### src/shared/sram_host_pkg.sv
// package for the 4k x 4 static memory host controller
// assumes a 50 MHz system clock; timing figures are the slowest speed grade
package sram_host_pkg;

  localparam int ADDR_W = 12;
  localparam int DATA_W = 4;
  localparam int MEM_WORDS = 4096;

  // clock period in picoseconds
  localparam int CLK_PS = 20000;

  // grade timing in nanoseconds (slowest grade covers all three)
  localparam int READ_CYCLE_MIN_NS = 35;
  localparam int ADDRESS_TO_DATA_DELAY_NS = 35;
  localparam int SELECT_TO_DATA_DELAY_NS = 35;
  localparam int DESELECT_TO_FLOAT_DELAY_NS = 13;
  localparam int WRITE_TO_FLOAT_DELAY_NS = 13;
  localparam int WRITE_RELEASE_TO_DRIVE_NS = 5;
  localparam int DATA_SETUP_BEFORE_WRITE_NS = 15;
  localparam int SELECT_TO_WRITE_END_MIN_NS = 32;
  localparam int ADDRESS_TO_WRITE_END_MIN_NS = 30;
  localparam int WRITE_CYCLE_MIN_NS = 35;
  localparam int POWER_DOWN_DELAY_NS = 35;

  // least times round up to whole cycles, at least one
  function automatic int ceil_cyc(input int ns);
    int c;
    c = (ns * 1000 + CLK_PS - 1) / CLK_PS;
    return (c < 1) ? 1 : c;
  endfunction

  localparam int CNT_W = 4;
  // read: wait access time, then sample
  localparam logic [CNT_W-1:0] READ_WAIT_CYC =
    CNT_W'(ceil_cyc(ADDRESS_TO_DATA_DELAY_NS > SELECT_TO_DATA_DELAY_NS ?
      ADDRESS_TO_DATA_DELAY_NS : SELECT_TO_DATA_DELAY_NS) + 1);
  // write low pulse covers select, address and data setup to end of write
  localparam logic [CNT_W-1:0] WRITE_PULSE_CYC =
    CNT_W'(ceil_cyc(SELECT_TO_WRITE_END_MIN_NS));
  // bus turnaround after deselect or write strobe
  localparam logic [CNT_W-1:0] FLOAT_WAIT_CYC =
    CNT_W'(ceil_cyc(DESELECT_TO_FLOAT_DELAY_NS > WRITE_TO_FLOAT_DELAY_NS ?
      DESELECT_TO_FLOAT_DELAY_NS : WRITE_TO_FLOAT_DELAY_NS));
  // recovery counted from entry to ST_RECOVER; first access waits for it and for supply
  localparam logic [CNT_W-1:0] RECOVER_CYC = CNT_W'(ceil_cyc(READ_CYCLE_MIN_NS));

  typedef struct packed {
    logic write;
    logic [ADDR_W-1:0] addr;
    logic [DATA_W-1:0] wdata;
  } mem_req_t;

  typedef struct packed {
    logic select_n;
    logic write_strobe_n;
    logic [ADDR_W-1:0] addr;
  } mem_pins_t;

  typedef enum logic [2:0] {
    ST_RECOVER = 3'b000,
    ST_IDLE    = 3'b001,
    ST_READ    = 3'b010,
    ST_WSETUP  = 3'b011,
    ST_WPULSE  = 3'b100,
    ST_WEND    = 3'b101,
    ST_FLOAT   = 3'b110
  } host_state_t;

endpackage

### src/core/pin_sync.sv
// two flip-flop synchroniser for a bus of pin inputs
// assumes the pins are asynchronous to mclk_i
`timescale 1ns/1ps
module pin_sync
  import sram_host_pkg::*;
#(
  parameter int WIDTH = 1
) (
  input wire logic mclk_i,
  input wire logic rst_n_i,
  input wire logic [WIDTH-1:0] async_i,
  output logic [WIDTH-1:0] sync_o
);

  logic [WIDTH-1:0] stage1_r;

  always_ff @(posedge mclk_i or negedge rst_n_i) begin
    if (!rst_n_i) begin
      stage1_r <= '0;
      sync_o <= '0;
    end else begin
      stage1_r <= async_i;
      sync_o <= stage1_r;
    end
  end

endmodule

### src/core/sram_host.sv
// host controller driving a 4k x 4 asynchronous static memory over its pins
// assumes one request at a time from user logic, slowest speed grade timing
//
// What this block does
// RULE1: memory is static; host needs no refresh
// RULE2: read with strobe high, select low
// RULE3: twelve address lines pick one nibble
// RULE4: sample read data after address access time
// RULE5: memory may drive early; host waits
// RULE6: next access no sooner than cycle time
// RULE7: select access time bounds sample point
// RULE8: old data held briefly after address change
// RULE9: deselect floats memory data within limit
// RULE10: strobe stays high throughout reads
// RULE11: write while strobe and select low
// RULE12: address changes only with strobe high
// RULE13: address held through end of write
// RULE14: strobe fall floats memory outputs
// RULE15: write data set up before write end
// RULE16: select and strobe low long enough
// RULE17: write cycle no shorter than minimum
// RULE18: memory redrives only after strobe rise
// RULE19: deselect gives standby on enable variant
// RULE20: power-down after deselect; instant power-up
// RULE21: deselect during retention, wait recovery
// RULE22: counters pace access; release bus first
`timescale 1ns/1ps
module sram_host
  import sram_host_pkg::*;
(
  input wire logic mclk_i,
  input wire logic rst_n_i,
  // user side
  input wire logic req_valid_i,
  input wire mem_req_t req_i,
  output logic req_ready_o,
  output logic rdata_valid_o,
  output logic [DATA_W-1:0] rdata_o,
  input wire logic supply_ok_i,
  output logic busy_o,
  // memory pins
  output logic [ADDR_W-1:0] addr_inputs_o,
  output logic select_n_o,
  output logic write_strobe_n_o,
  input wire logic [DATA_W-1:0] data_i,
  output logic [DATA_W-1:0] data_o,
  output logic data_oe_o
);

  ////////////////////////////////////////////////////////////////////////////
  // pin input synchronisers

  logic [DATA_W-1:0] data_sync;
  logic supply_ok_sync;

  pin_sync #(.WIDTH(DATA_W + 1)) u_sync (
    .mclk_i(mclk_i),
    .rst_n_i(rst_n_i),
    .async_i({supply_ok_i, data_i}),
    .sync_o({supply_ok_sync, data_sync})
  );

  ////////////////////////////////////////////////////////////////////////////
  // sequencer

  host_state_t state_r, state_nxt;
  logic [CNT_W-1:0] cnt_r;
  logic cnt_done;
  mem_pins_t pins_r;
  logic write_r;
  logic [DATA_W-1:0] wdata_r;
  logic sample_wait_r;

  assign cnt_done = (cnt_r == '0);
  assign req_ready_o = (state_r == ST_IDLE) && supply_ok_sync;
  assign busy_o = (state_r != ST_IDLE);

  always_comb begin
    state_nxt = state_r;
    unique case (state_r)
      ST_RECOVER: if (cnt_done && supply_ok_sync) state_nxt = ST_IDLE; // RULE21
      ST_IDLE: begin
        if (!supply_ok_sync) state_nxt = ST_RECOVER; // RULE21
        else if (req_valid_i && req_i.write) state_nxt = ST_WSETUP;
        else if (req_valid_i) state_nxt = ST_READ; // RULE2
      end
      ST_READ: if (cnt_done) state_nxt = ST_FLOAT; // RULE4 RULE7
      ST_WSETUP: state_nxt = ST_WPULSE; // RULE12
      ST_WPULSE: if (cnt_done) state_nxt = ST_WEND; // RULE16
      ST_WEND: state_nxt = ST_FLOAT; // RULE13
      ST_FLOAT: if (cnt_done) state_nxt = ST_IDLE; // RULE9 RULE22
      default: state_nxt = ST_RECOVER;
    endcase
  end

  always_ff @(posedge mclk_i or negedge rst_n_i) begin
    if (!rst_n_i) begin
      state_r <= ST_RECOVER;
    end else begin
      state_r <= state_nxt;
    end
  end

  // cycle counter loaded on each state entry
  always_ff @(posedge mclk_i or negedge rst_n_i) begin
    if (!rst_n_i) begin
      cnt_r <= RECOVER_CYC;
    end else if (state_nxt != state_r) begin
      unique case (state_nxt)
        ST_RECOVER: cnt_r <= RECOVER_CYC; // RULE21
        ST_READ: cnt_r <= READ_WAIT_CYC; // RULE4 RULE6
        ST_WPULSE: cnt_r <= WRITE_PULSE_CYC; // RULE15 RULE16 RULE17
        ST_FLOAT: cnt_r <= FLOAT_WAIT_CYC; // RULE14 RULE18
        default: cnt_r <= '0;
      endcase
    end else if (!cnt_done) begin
      cnt_r <= cnt_r - CNT_W'(1);
    end
  end

  ////////////////////////////////////////////////////////////////////////////
  // memory pins, all from flip-flops

  always_ff @(posedge mclk_i or negedge rst_n_i) begin
    if (!rst_n_i) begin
      pins_r <= '{select_n: 1'b1, write_strobe_n: 1'b1, addr: '0};
      write_r <= 1'b0;
      wdata_r <= '0;
    end else begin
      unique case (state_nxt)
        ST_READ: begin
          // address taken at entry only, stable for whole access
          if (state_r == ST_IDLE) pins_r.addr <= req_i.addr; // RULE3
          pins_r.select_n <= 1'b0; // RULE2
          pins_r.write_strobe_n <= 1'b1; // RULE10
        end
        ST_WSETUP: begin
          // address settles while deselected, so memory never drives here
          pins_r.addr <= req_i.addr; // RULE12
          pins_r.select_n <= 1'b1;
          pins_r.write_strobe_n <= 1'b1;
          wdata_r <= req_i.wdata;
        end
        ST_WPULSE: begin
          // select and strobe fall together: memory stays in write mode
          pins_r.select_n <= 1'b0; // RULE11
          pins_r.write_strobe_n <= 1'b0; // RULE11
          write_r <= 1'b1; // RULE15
        end
        ST_WEND: begin
          // both rise together so memory cannot redrive into host data
          pins_r.select_n <= 1'b1; // RULE13
          pins_r.write_strobe_n <= 1'b1; // RULE13
          write_r <= 1'b0; // RULE22
        end
        default: begin
          // deselect keeps address, gives standby on enable variant
          pins_r.select_n <= 1'b1; // RULE19 RULE20 RULE21
          pins_r.write_strobe_n <= 1'b1;
          write_r <= 1'b0; // RULE15
        end
      endcase
    end
  end

  assign addr_inputs_o = pins_r.addr;
  assign select_n_o = pins_r.select_n;
  assign write_strobe_n_o = pins_r.write_strobe_n;
  assign data_o = wdata_r;
  // host drives only during write; released before memory can redrive
  assign data_oe_o = write_r; // RULE22

  ////////////////////////////////////////////////////////////////////////////
  // read capture: sampled two cycles late to cover synchroniser

  logic [1:0] sample_pipe_r;

  always_ff @(posedge mclk_i or negedge rst_n_i) begin
    if (!rst_n_i) begin
      sample_pipe_r <= '0;
      sample_wait_r <= 1'b0;
    end else begin
      sample_wait_r <= (state_r == ST_READ) && cnt_done; // RULE4 RULE8
      sample_pipe_r <= {sample_pipe_r[0], sample_wait_r};
    end
  end

  always_ff @(posedge mclk_i or negedge rst_n_i) begin
    if (!rst_n_i) begin
      rdata_o <= '0;
      rdata_valid_o <= 1'b0;
    end else begin
      rdata_valid_o <= sample_pipe_r[0];
      if (sample_pipe_r[0]) rdata_o <= data_sync; // RULE5
    end
  end

endmodule

### config.mk
export PLATFORM = sky130hd
export DESIGN_NAME = sram_host
export DESIGN_NICKNAME = d
export VERILOG_FILES = /design/src/shared/sram_host_pkg.sv /design/src/core/pin_sync.sv /design/src/core/sram_host.sv
export SDC_FILE = /design/constraint.sdc
export NUM_CORES = 1
export LEC_CHECK = 0
export BUFFER_PORTS_ARGS = -buffer_cell sky130_fd_sc_hd__buf_2
export CELL_PAD_IN_SITES_DETAIL_PLACEMENT = 1
export CELL_PAD_IN_SITES_GLOBAL_PLACEMENT = 2
export CORE_ASPECT_RATIO = 1.1
export CORE_MARGIN = 4
export CORE_UTILIZATION = 33
export DETAILED_ROUTE_END_ITERATION = 6
export HOLD_SLACK_MARGIN = 0.02
export PLACE_DENSITY_LB_ADDON = 0.2
export SLEW_MARGIN = 10
export SYNTH_ARGS = -nofsm -noshare
export SYNTH_HDL_FRONTEND = slang
export SYNTH_HIERARCHICAL = 1
export SYNTH_SLANG_ARGS = --single-unit
### constraint.sdc
create_clock -name mclk_i -period 2.12 [get_ports mclk_i]
set_input_delay 0.318 -clock mclk_i [delete_from_list [all_inputs] [get_ports mclk_i]]
set_output_delay 0.318 -clock mclk_i [all_outputs]
set_load 0.03 [all_outputs]
[Word level (Yosys, flattened, before mapping)]
Index checks and enable logic that the tools add are counted.
Storage, ports and cells
  output and inout port bits: 26
  input bits: 25
  register bits after elaboration: 43
Cells by class
  reductions and logical operators: 11
  eq/ne operators: 14
  $add $sub $neg: 1
  mux-type cells: 15
Operator list (count)
  12-bit one-hot mux with 2 select lines: 1
  3-bit two-way mux: 7
  3-bit one-hot mux with 7 select lines: 1
  3-bit equality test (second input constant): 5
  3-bit by 2-bit equality test with 1-bit output (second input constant): 4
  12-bit two-way mux: 1
  4-bit two-way mux: 2
  3-bit zero test: 2
  2-bit one-hot mux with 3 select lines: 1
  1-bit logical AND: 4
  4-bit zero test: 1
  2-bit one-hot mux with 2 select lines: 1
  2-bit OR reduction: 2
  4-bit by 1-bit subtractor with 4-bit output (second input constant): 1
  3-bit by 1-bit equality test with 1-bit output (second input constant): 1
  3-bit by 1-bit != test with 1-bit output (second input constant): 1
  3-bit != test: 1
  2-bit by 1-bit != test with 1-bit output (second input constant): 1
  2-bit != test (second input constant): 1
  1-bit one-hot mux with 2 select lines: 1
  2-bit AND reduction: 1
  2-bit nonzero test: 1

[Logic depth before layout (Yosys ltp)]
Gate-level depths: netlist (run 1).
  depth after elaboration: 8
  depth in mapped cells: 6
  mapped depth without buffers: 6

[By module]
The synthesis (run 1) kept the hierarchy.
By module, submodules not included
  sram_host: times used 1, cells an instance 114, area each 1460.2 um2
  pin_sync: times used 1, cells an instance 10, area each 250.2 um2

[Worst setup path after synthesis (run 1)]
Ideal clock, no wire load.
  path type: reg-to-reg
  start: register state_r[1]
  end: register pins_r (netlist bit addr_inputs_o[10])
  cell stages (with the launch flop): 5
  data arrival time: 1.497 ns
  path slack: 0.498 ns
  setup time: 0.125 ns
  clock period less this slack: 1.622 ns
  path through: dfrtp_1 > or3b_4 > nor2_4 > buf_6 > mux2_2
Between the ends
  longest elaborated chain between the ends: 7
RTL lines
  start: declaration: line sram_host.sv:66  | host_state_t state_r, state_nxt;
  start signal: assignment: line sram_host.sv:100  | state_r <= state_nxt;
  3-bit two-way mux: line sram_host.sv:85  | else if (req_valid_i) state_nxt = ST_READ;
  3-bit two-way mux: line sram_host.sv:84  | else if (req_valid_i && req_i.write) state_nxt = ST_WSETUP;
  3-bit two-way mux: line sram_host.sv:83  | if (!supply_ok_sync) state_nxt = ST_RECOVER;
  3-bit one-hot mux with 7 select lines: line sram_host.sv:80  | unique case (state_r)
  3-bit by 2-bit equality test with 1-bit output: line sram_host.sv:130  | unique case (state_nxt)
  2-bit != test (no source line) / 2-bit nonzero test (equally long branches)
  2-bit AND reduction (no source line)
  end signal: assignment: line sram_host.sv:126  | pins_r <= '{select_n: 1'b1, write_strobe_n: 1'b1, addr: '0};
  end: declaration: line sram_host.sv:69  | mem_pins_t pins_r;
Parallel ways exist; a longest one is shown, timed or not.
A chain may end at the register's enable or synchronous reset.

[Final worst setup path (run 1)]
  start: register state_r[0]
  end: register wdata_r[1], in the netlist data_o[1]
Between the ends
  longest elaborated chain between the ends: 5
RTL lines
  3-bit two-way mux: line sram_host.sv:85
  3-bit two-way mux: line sram_host.sv:84
  3-bit two-way mux: line sram_host.sv:83
  3-bit one-hot mux with 7 select lines *: line sram_host.sv:80
  3-bit by 2-bit equality test with 1-bit output *: line sram_host.sv:130
  end signal: assignment: line sram_host.sv:142  | wdata_r <= req_i.wdata;
  end: declaration: line sram_host.sv:71  | logic [DATA_W-1:0] wdata_r;
Every way passes the cells marked *; elsewhere a longest branch is shown, timed or not.

==> results.md, run 1 <==
- Largest net degree at the start of global routing: 44
- Endpoints failing setup: 0
- Routed Antenna Nets: 0
- Die ar.: 6400 um2
- CTS max path bufs: 2
- Via/cell ratio: 4.900
- Maximum vdd drop: 444.1 uV
- Leak pwr: 1.070 nW
- Worst path max stage delay: 0.44 ns
- Distinct cell type count after synthesis: 36
- TritonCTS Buffers: 5
- Routed vias: 1171
- Max FO, Critical Path: 13
- Post-CTS Hold Buffers: 0
- #FFs+latches synth: 43
- Initial Utilization: 34.21%
- Synthesis warning total: 6
- Critical Path End Type: flop
- Synth Net Count: 150
- Critical Path AT: 2.05 ns
- Multi-input logic area: 570.5 um2
- Starting DRT DRC Count: 26
- Cells after Synth: 124
- Sequential-to-total area share from yosys stat: 63.13%
- Routed wire length: 3780 um
- PwrDens: 1581 nW/um2
- GRT overflow: 0
- Clk_lat worst skew: 0.29 ns
- CP startpoint kind: flop
- Avg Cell Area, Syn: 13.79 um2
- Sequential Area: 1080 um2
- Router iterations before antenna repair: 5
- Status: complete, no violations
- CP Data Required Time: 2.30 ns
- P&R area growth vs syn: 25.02%
- Vias in the first global route: 1239
- Clk_skew: 0.001740 ns
- R2r setup slk: 0.25 ns
- Setup TNS Final: 0 ns
- Port Buffers: 50
- Cts repair resizes: 0
- Final Hold Viols: 0
- N_diodes: 0
- Max Clock Freq: 0.5356 GHz
- Total core area: 5000 um2
- Slowest CP cell: or3b_4
- Total GRT Usage: 12.84%
- Period utilization: 88.08%
- Hold WC Path Type: input pin to flop
- Crit Path Class: flop to flop
- Cell area after synthesis: 1710 um2
- Chip height: 83.51 um
- Final hold slack: 0.1261 ns
- CTS tree: built
- Remaining DRCs: 0
- IO Count: 51
- Slew margin rel.: 37.66%
- Post-CTS Setup Inserts: 0
- Worst slew pin tran: 0.9352 ns
- Clock sink total: 43
- FP Rows: 27
- Tot Pwr: 3.381 mW
- Fill cell total of the finished layout: 564
- Pins Over Slew Limit: 0
- Die W: 76.64 um
- Avg WL per Cell: 15.82 um
- Clock period minus worst slack: 1.867 ns
- Buf/Inv on CP: 0
- Initial antenna violation count: 0
- Root Buffer: clkbuf_8
- Crit path max-delay family: simple AND/OR/NAND/NOR gates
- Worst-path clk slew: 0.08 ns
- H-tree depth: 2
- Net count, final: 206
- Layout cells sized above 1: 49.72%
- DP HPWL: 2790 um
- Crit-path cells: or3b_4 -> nor2_4 -> nand2_2 -> mux2_4
- Unrepaired setup endpoints after global routing: no
- Gp weighted congestion: 0.7280
- First-pass GRT wire length: 6472 um
- Max cap viols: 0
==> synth_stat cells (all sizes together) <==
master,instances,share of area (%)
ha,1,0.73
a32oi,1,0.51
o32ai,1,0.51
dfstp,3,4.6
a2bb2oi,1,0.51
mux2,20,14
nand2b,3,1.1
a21oi,5,1.5
inv,6,1.3
a21o,1,0.44
or3b,2,1.2
a22oi,1,0.44
or4b,2,1.4
mux2i,1,0.59
nor2,4,1.3
xnor2,3,1.5
o21ai,5,1.5
a31oi,1,0.37
dfrtp,40,59
o31ai,1,0.44
nand3,2,0.59
nor3,3,0.88
or3,1,0.37
o22ai,2,0.73
nor3b,1,0.44
nand2,6,1.5
nor2b,1,0.37
o31a,1,0.51
buf,5,2.2
==> path summary, 6_finish.rpt <==
check / from / end / cells after the start
worst max-delay path: state_r[0] / data_o[1] / 4
worst min-delay path: data_i[1] / u_sync/stage1_r[1] / 1
worst max register to register: state_r[0] / data_o[1] / 4
worst min register to register: u_sync/stage1_r[0] / u_sync/sync_o[0] / 0
max in group asynchronous: rst_n_i / data_oe_o / 1
min in group asynchronous: rst_n_i / rdata_valid_o / 1
==> stage by stage <==
stage | utilization (%) | instance area (um2) | worst slack, ns | cells
after detailed placement | 40.52 | 2026 | 0.2326 | 231
after global placement | 40.52 | 2026 | 0.3424 | 231
after floorplan | - | 1710 | 0.4979 | 124
after global routing | 42.77 | 2138 | 0.1419 | 239
final | 42.77 | 2138 | 0.2528 | 239
after CTS | 42.77 | 2138 | 0.2131 | 239
==> report_power, final <==
| group | switching, mW | internal [mW] |
|---|---|---|
| clock network | 0.280 | 0.351 |
| logic | 0.909 | 0.575 |
| registers | 0.151 | 1.12 |
| total | 1.34 | 2.04 |
==> cell type report <==
cell class,count,share of cell area (%)
clock buffer,5,3.218
sequential,43,50.50
tap,58,3.394
timing repair buffer,54,13.11
multi-input combinational,70,26.68
clock inverter,3,2.048
inverter,6,1.053
==> placed cells by master, fill, tap and decap left out, types with 2 or more instances in the layout <==
cell type  instances
clkbuf_8           5
buf_2             50
buf_4              4
nor2_1             3
nand2b_1           3
mux2_4             4
nand3_1            2
o22ai_1            2
dfrtp_1           40
dfstp_2            3
inv_1              6
o21ai_0            4
xnor2_1            3
mux2_2            16
nor3_1             3
nand2_1            5
a21oi_1            5
==> sequential cells by signal (all words and copies together) (netlist names), 3 cells and up <==
name             flops
addr_inputs_o       12
u_sync/stage1_r      5
u_sync/sync_o        5
cnt_r                4
data_o               4
rdata_o              4
state_r              3
==> cell families (layout without fill, tap and decap cells) <==
group / Yosys count / count (layout) / share of synthesized area, %
AND/OR/NAND/NOR: 25 / 25 / 9.072
AO/OA/AOI/OAI: 20 / 20 / 7.389
flip-flops: 43 / 43 / 63.13
buffers and inverters: 11 / 68 / 3.511
XOR/XNOR: 3 / 3 / 1.536
adder cells (fa/ha/maj): 1 / 1 / 0.7314
multiplexers: 21 / 21 / 14.63
==> metal layers <==
layer / share of wire, % / wire length, um / GRT usage (%)
met1: 43 / 1624 / 15.72
met2: 48 / 1823 / 20.54
met3: 6.3 / 238 / 4.320
met4: 2.5 / 94 / 5.601
met5: 0 / 0 / 0
No activity file was read; power rests on OpenSTA's default activity.
==> run 2, diff against run 1 <==
--- a/config.mk
+++ b/config.mk
@@ -9,7 +9,7 @@
 export CELL_PAD_IN_SITES_DETAIL_PLACEMENT = 1
 export CELL_PAD_IN_SITES_GLOBAL_PLACEMENT = 2
 export CORE_ASPECT_RATIO = 1.1
-export CORE_MARGIN = 4
+export CORE_MARGIN = 2
 export CORE_UTILIZATION = 33
 export DETAILED_ROUTE_END_ITERATION = 6
 export HOLD_SLACK_MARGIN = 0.02
==> results.md, run 2 (synthesis gave the netlist of run 1 again) <==
- Hold WC Path Type: input pin to asynchronous set/reset pin
- Max Clock Freq: 0.5351 GHz
- Clock sink total: 43
- Routed Antenna Nets: 0
- Post-CTS Setup Inserts: 0
- Maximum vdd drop: 585.6 uV
- Total GRT Usage: 13.36%
- Status: complete, no violations
- FP Rows: 27
- Worst slew pin tran: 0.5342 ns
- Slew margin rel.: 64.38%
- DP Worst Slack: 0.2487 ns
- Initial Utilization: 34.21%
- Remaining DRCs: 0
- Flop pwr share: 37.4%
- Critical Path End Type: flop
- Vias in the first global route: 1242
- Max reg flops: 12
- CP startpoint kind: flop
- PwrDens: 1568 nW/um2
- Cts repair resizes: 0
- CTS tree: built
- Clock period minus worst slack: 1.869 ns
- Routed vias: 1162
- Pins Over Slew Limit: 0
- Total core area: 5000 um2
- Max cap viols: 0
- Router iterations before antenna repair: 4
- Unrepaired setup endpoints after global routing: no
- Net Switching: 1.323 mW
- Pint: 2.042 mW
- H-tree depth: 2
- Critical Path AT: 2.05 ns
- Clk_skew: 0.005716 ns
- Starting DRT DRC Count: 64
- Final design utilization: 42.92%
- Final Hold Viols: 0
- Worst-path clk slew: 0.08 ns
- Endpoints failing setup: 0
- Clk_lat worst skew: 0.29 ns
- CP Data Required Time: 2.30 ns
- First-pass GRT wire length: 5920 um
- Placed instance count: 232
- Period utilization: 88.15%
- Post-CTS Hold Buffers: 0
- Port Buffers: 50
- CTS max path bufs: 2
- Max FO, Critical Path: 13
- Avg WL per Cell: 14.68 um
- Clk pwr share: 18.6%
- Root Buffer: clkbuf_8
- DP HPWL: 2627 um
- Die W: 72.64 um
- Comb pwr share: 43.9%
- N_diodes: 0
- Layout cells sized above 1: 50.00%
- TritonCTS Buffers: 5
- Chip height: 79.51 um
- Leak pwr: 1.075 nW
- Most common cell after layout, fill and taps aside: buf_2
- GRT overflow: 0
- P&R area growth vs syn: 25.46%
- Die ar.: 5775 um2
- Sw frac: 39.32%
- Initial antenna violation count: 0
- Routed wire length: 3523 um
- Fin worst setup slack: 0.2512 ns
- Most frequent cells in the layout: 50 x buf_2, 40 x dfrtp_1, 16 x mux2_2, 6 x inv_1
- Setup TNS Final: 0 ns
- Largest net degree at the start of global routing: 44
- Layout Cells excl Fill: 240
- Crit Path Class: flop to flop
- Net count, final: 207
- Via/cell ratio: 4.842
- IO Count: 51
- Tot Pwr: 3.366 mW
- Gp weighted congestion: 0.7539
- R2r setup slk: 0.25 ns
## run 2: cell types whose count changed in the layout (fill, tap and decap cells not counted)
| cell | previous run | this run |
|---|---|---|
| buf_4 | 4 | 5 |
## run 2: worst paths after layout
path                                       to          start  depth (start not counted)
setup / recovery                    data_o[1]     state_r[0]                          4
hold / removal                     rdata_o[1]        rst_n_i                          2
setup reg to reg                    data_o[1]     state_r[0]                          4
hold reg to reg              sample_pipe_r[0]  sample_wait_r                          0
max in group asynchronous    write_strobe_n_o        rst_n_i                          2
min in group mclk_i        u_sync/stage1_r[1]      data_i[1]                          1
## run 2: critical path, cell delays in order, from the launching register on
cell,delay (ns)
dfrtp_1,0.43
or3b_4,0.44
nor2_4,0.36
nand2_2,0.19
mux2_4,0.33
## run 2: metrics by stage
stage | hold WS (ns) | cell area (um2)
after floorplan | 0.02241 | 1710
after global placement | 0.3313 | 2033
after detailed placement | 0.3373 | 2033
after CTS | 0.1004 | 2146
after global routing | 0.1051 | 2146
final | 0.07450 | 2146
## run 2: layout make-up
type / instances / area [um2]
fillers: 555 / 2854
flip-flops and latches: 43 / 1080
multi-input cells: 70 / 570.5
repair buffers: 55 / 287.8
well taps: 58 / 72.57
clock buffers: 5 / 68.82
clock inverters: 3 / 43.79
inverters: 6 / 22.52
## run 2: per-layer routing
| metal | global-route usage, % | part of all wire, % | vias up |
|---|---|---|---|
| li1 | - | - | 547 |
| met1 | 16.22 | 44 | 573 |
| met2 | 21.82 | 48 | 37 |
| met3 | 4.167 | 6.6 | 5 |
| met4 | 5.556 | 1.4 | 0 |
| met5 | 0 | 0 | - |
## run 2: power by group through the flow
stage / clock network, mW / registers, mW / logic, mW
after CTS: 0.656 / 1.27 / 1.50
after global placement: 0 / 1.27 / 1.47
after detailed placement: 0 / 1.28 / 1.50
after global routing: 0.690 / 1.31 / 1.61
after floorplan: 0 / 1.68 / 0.663
final: 0.628 / 1.26 / 1.48
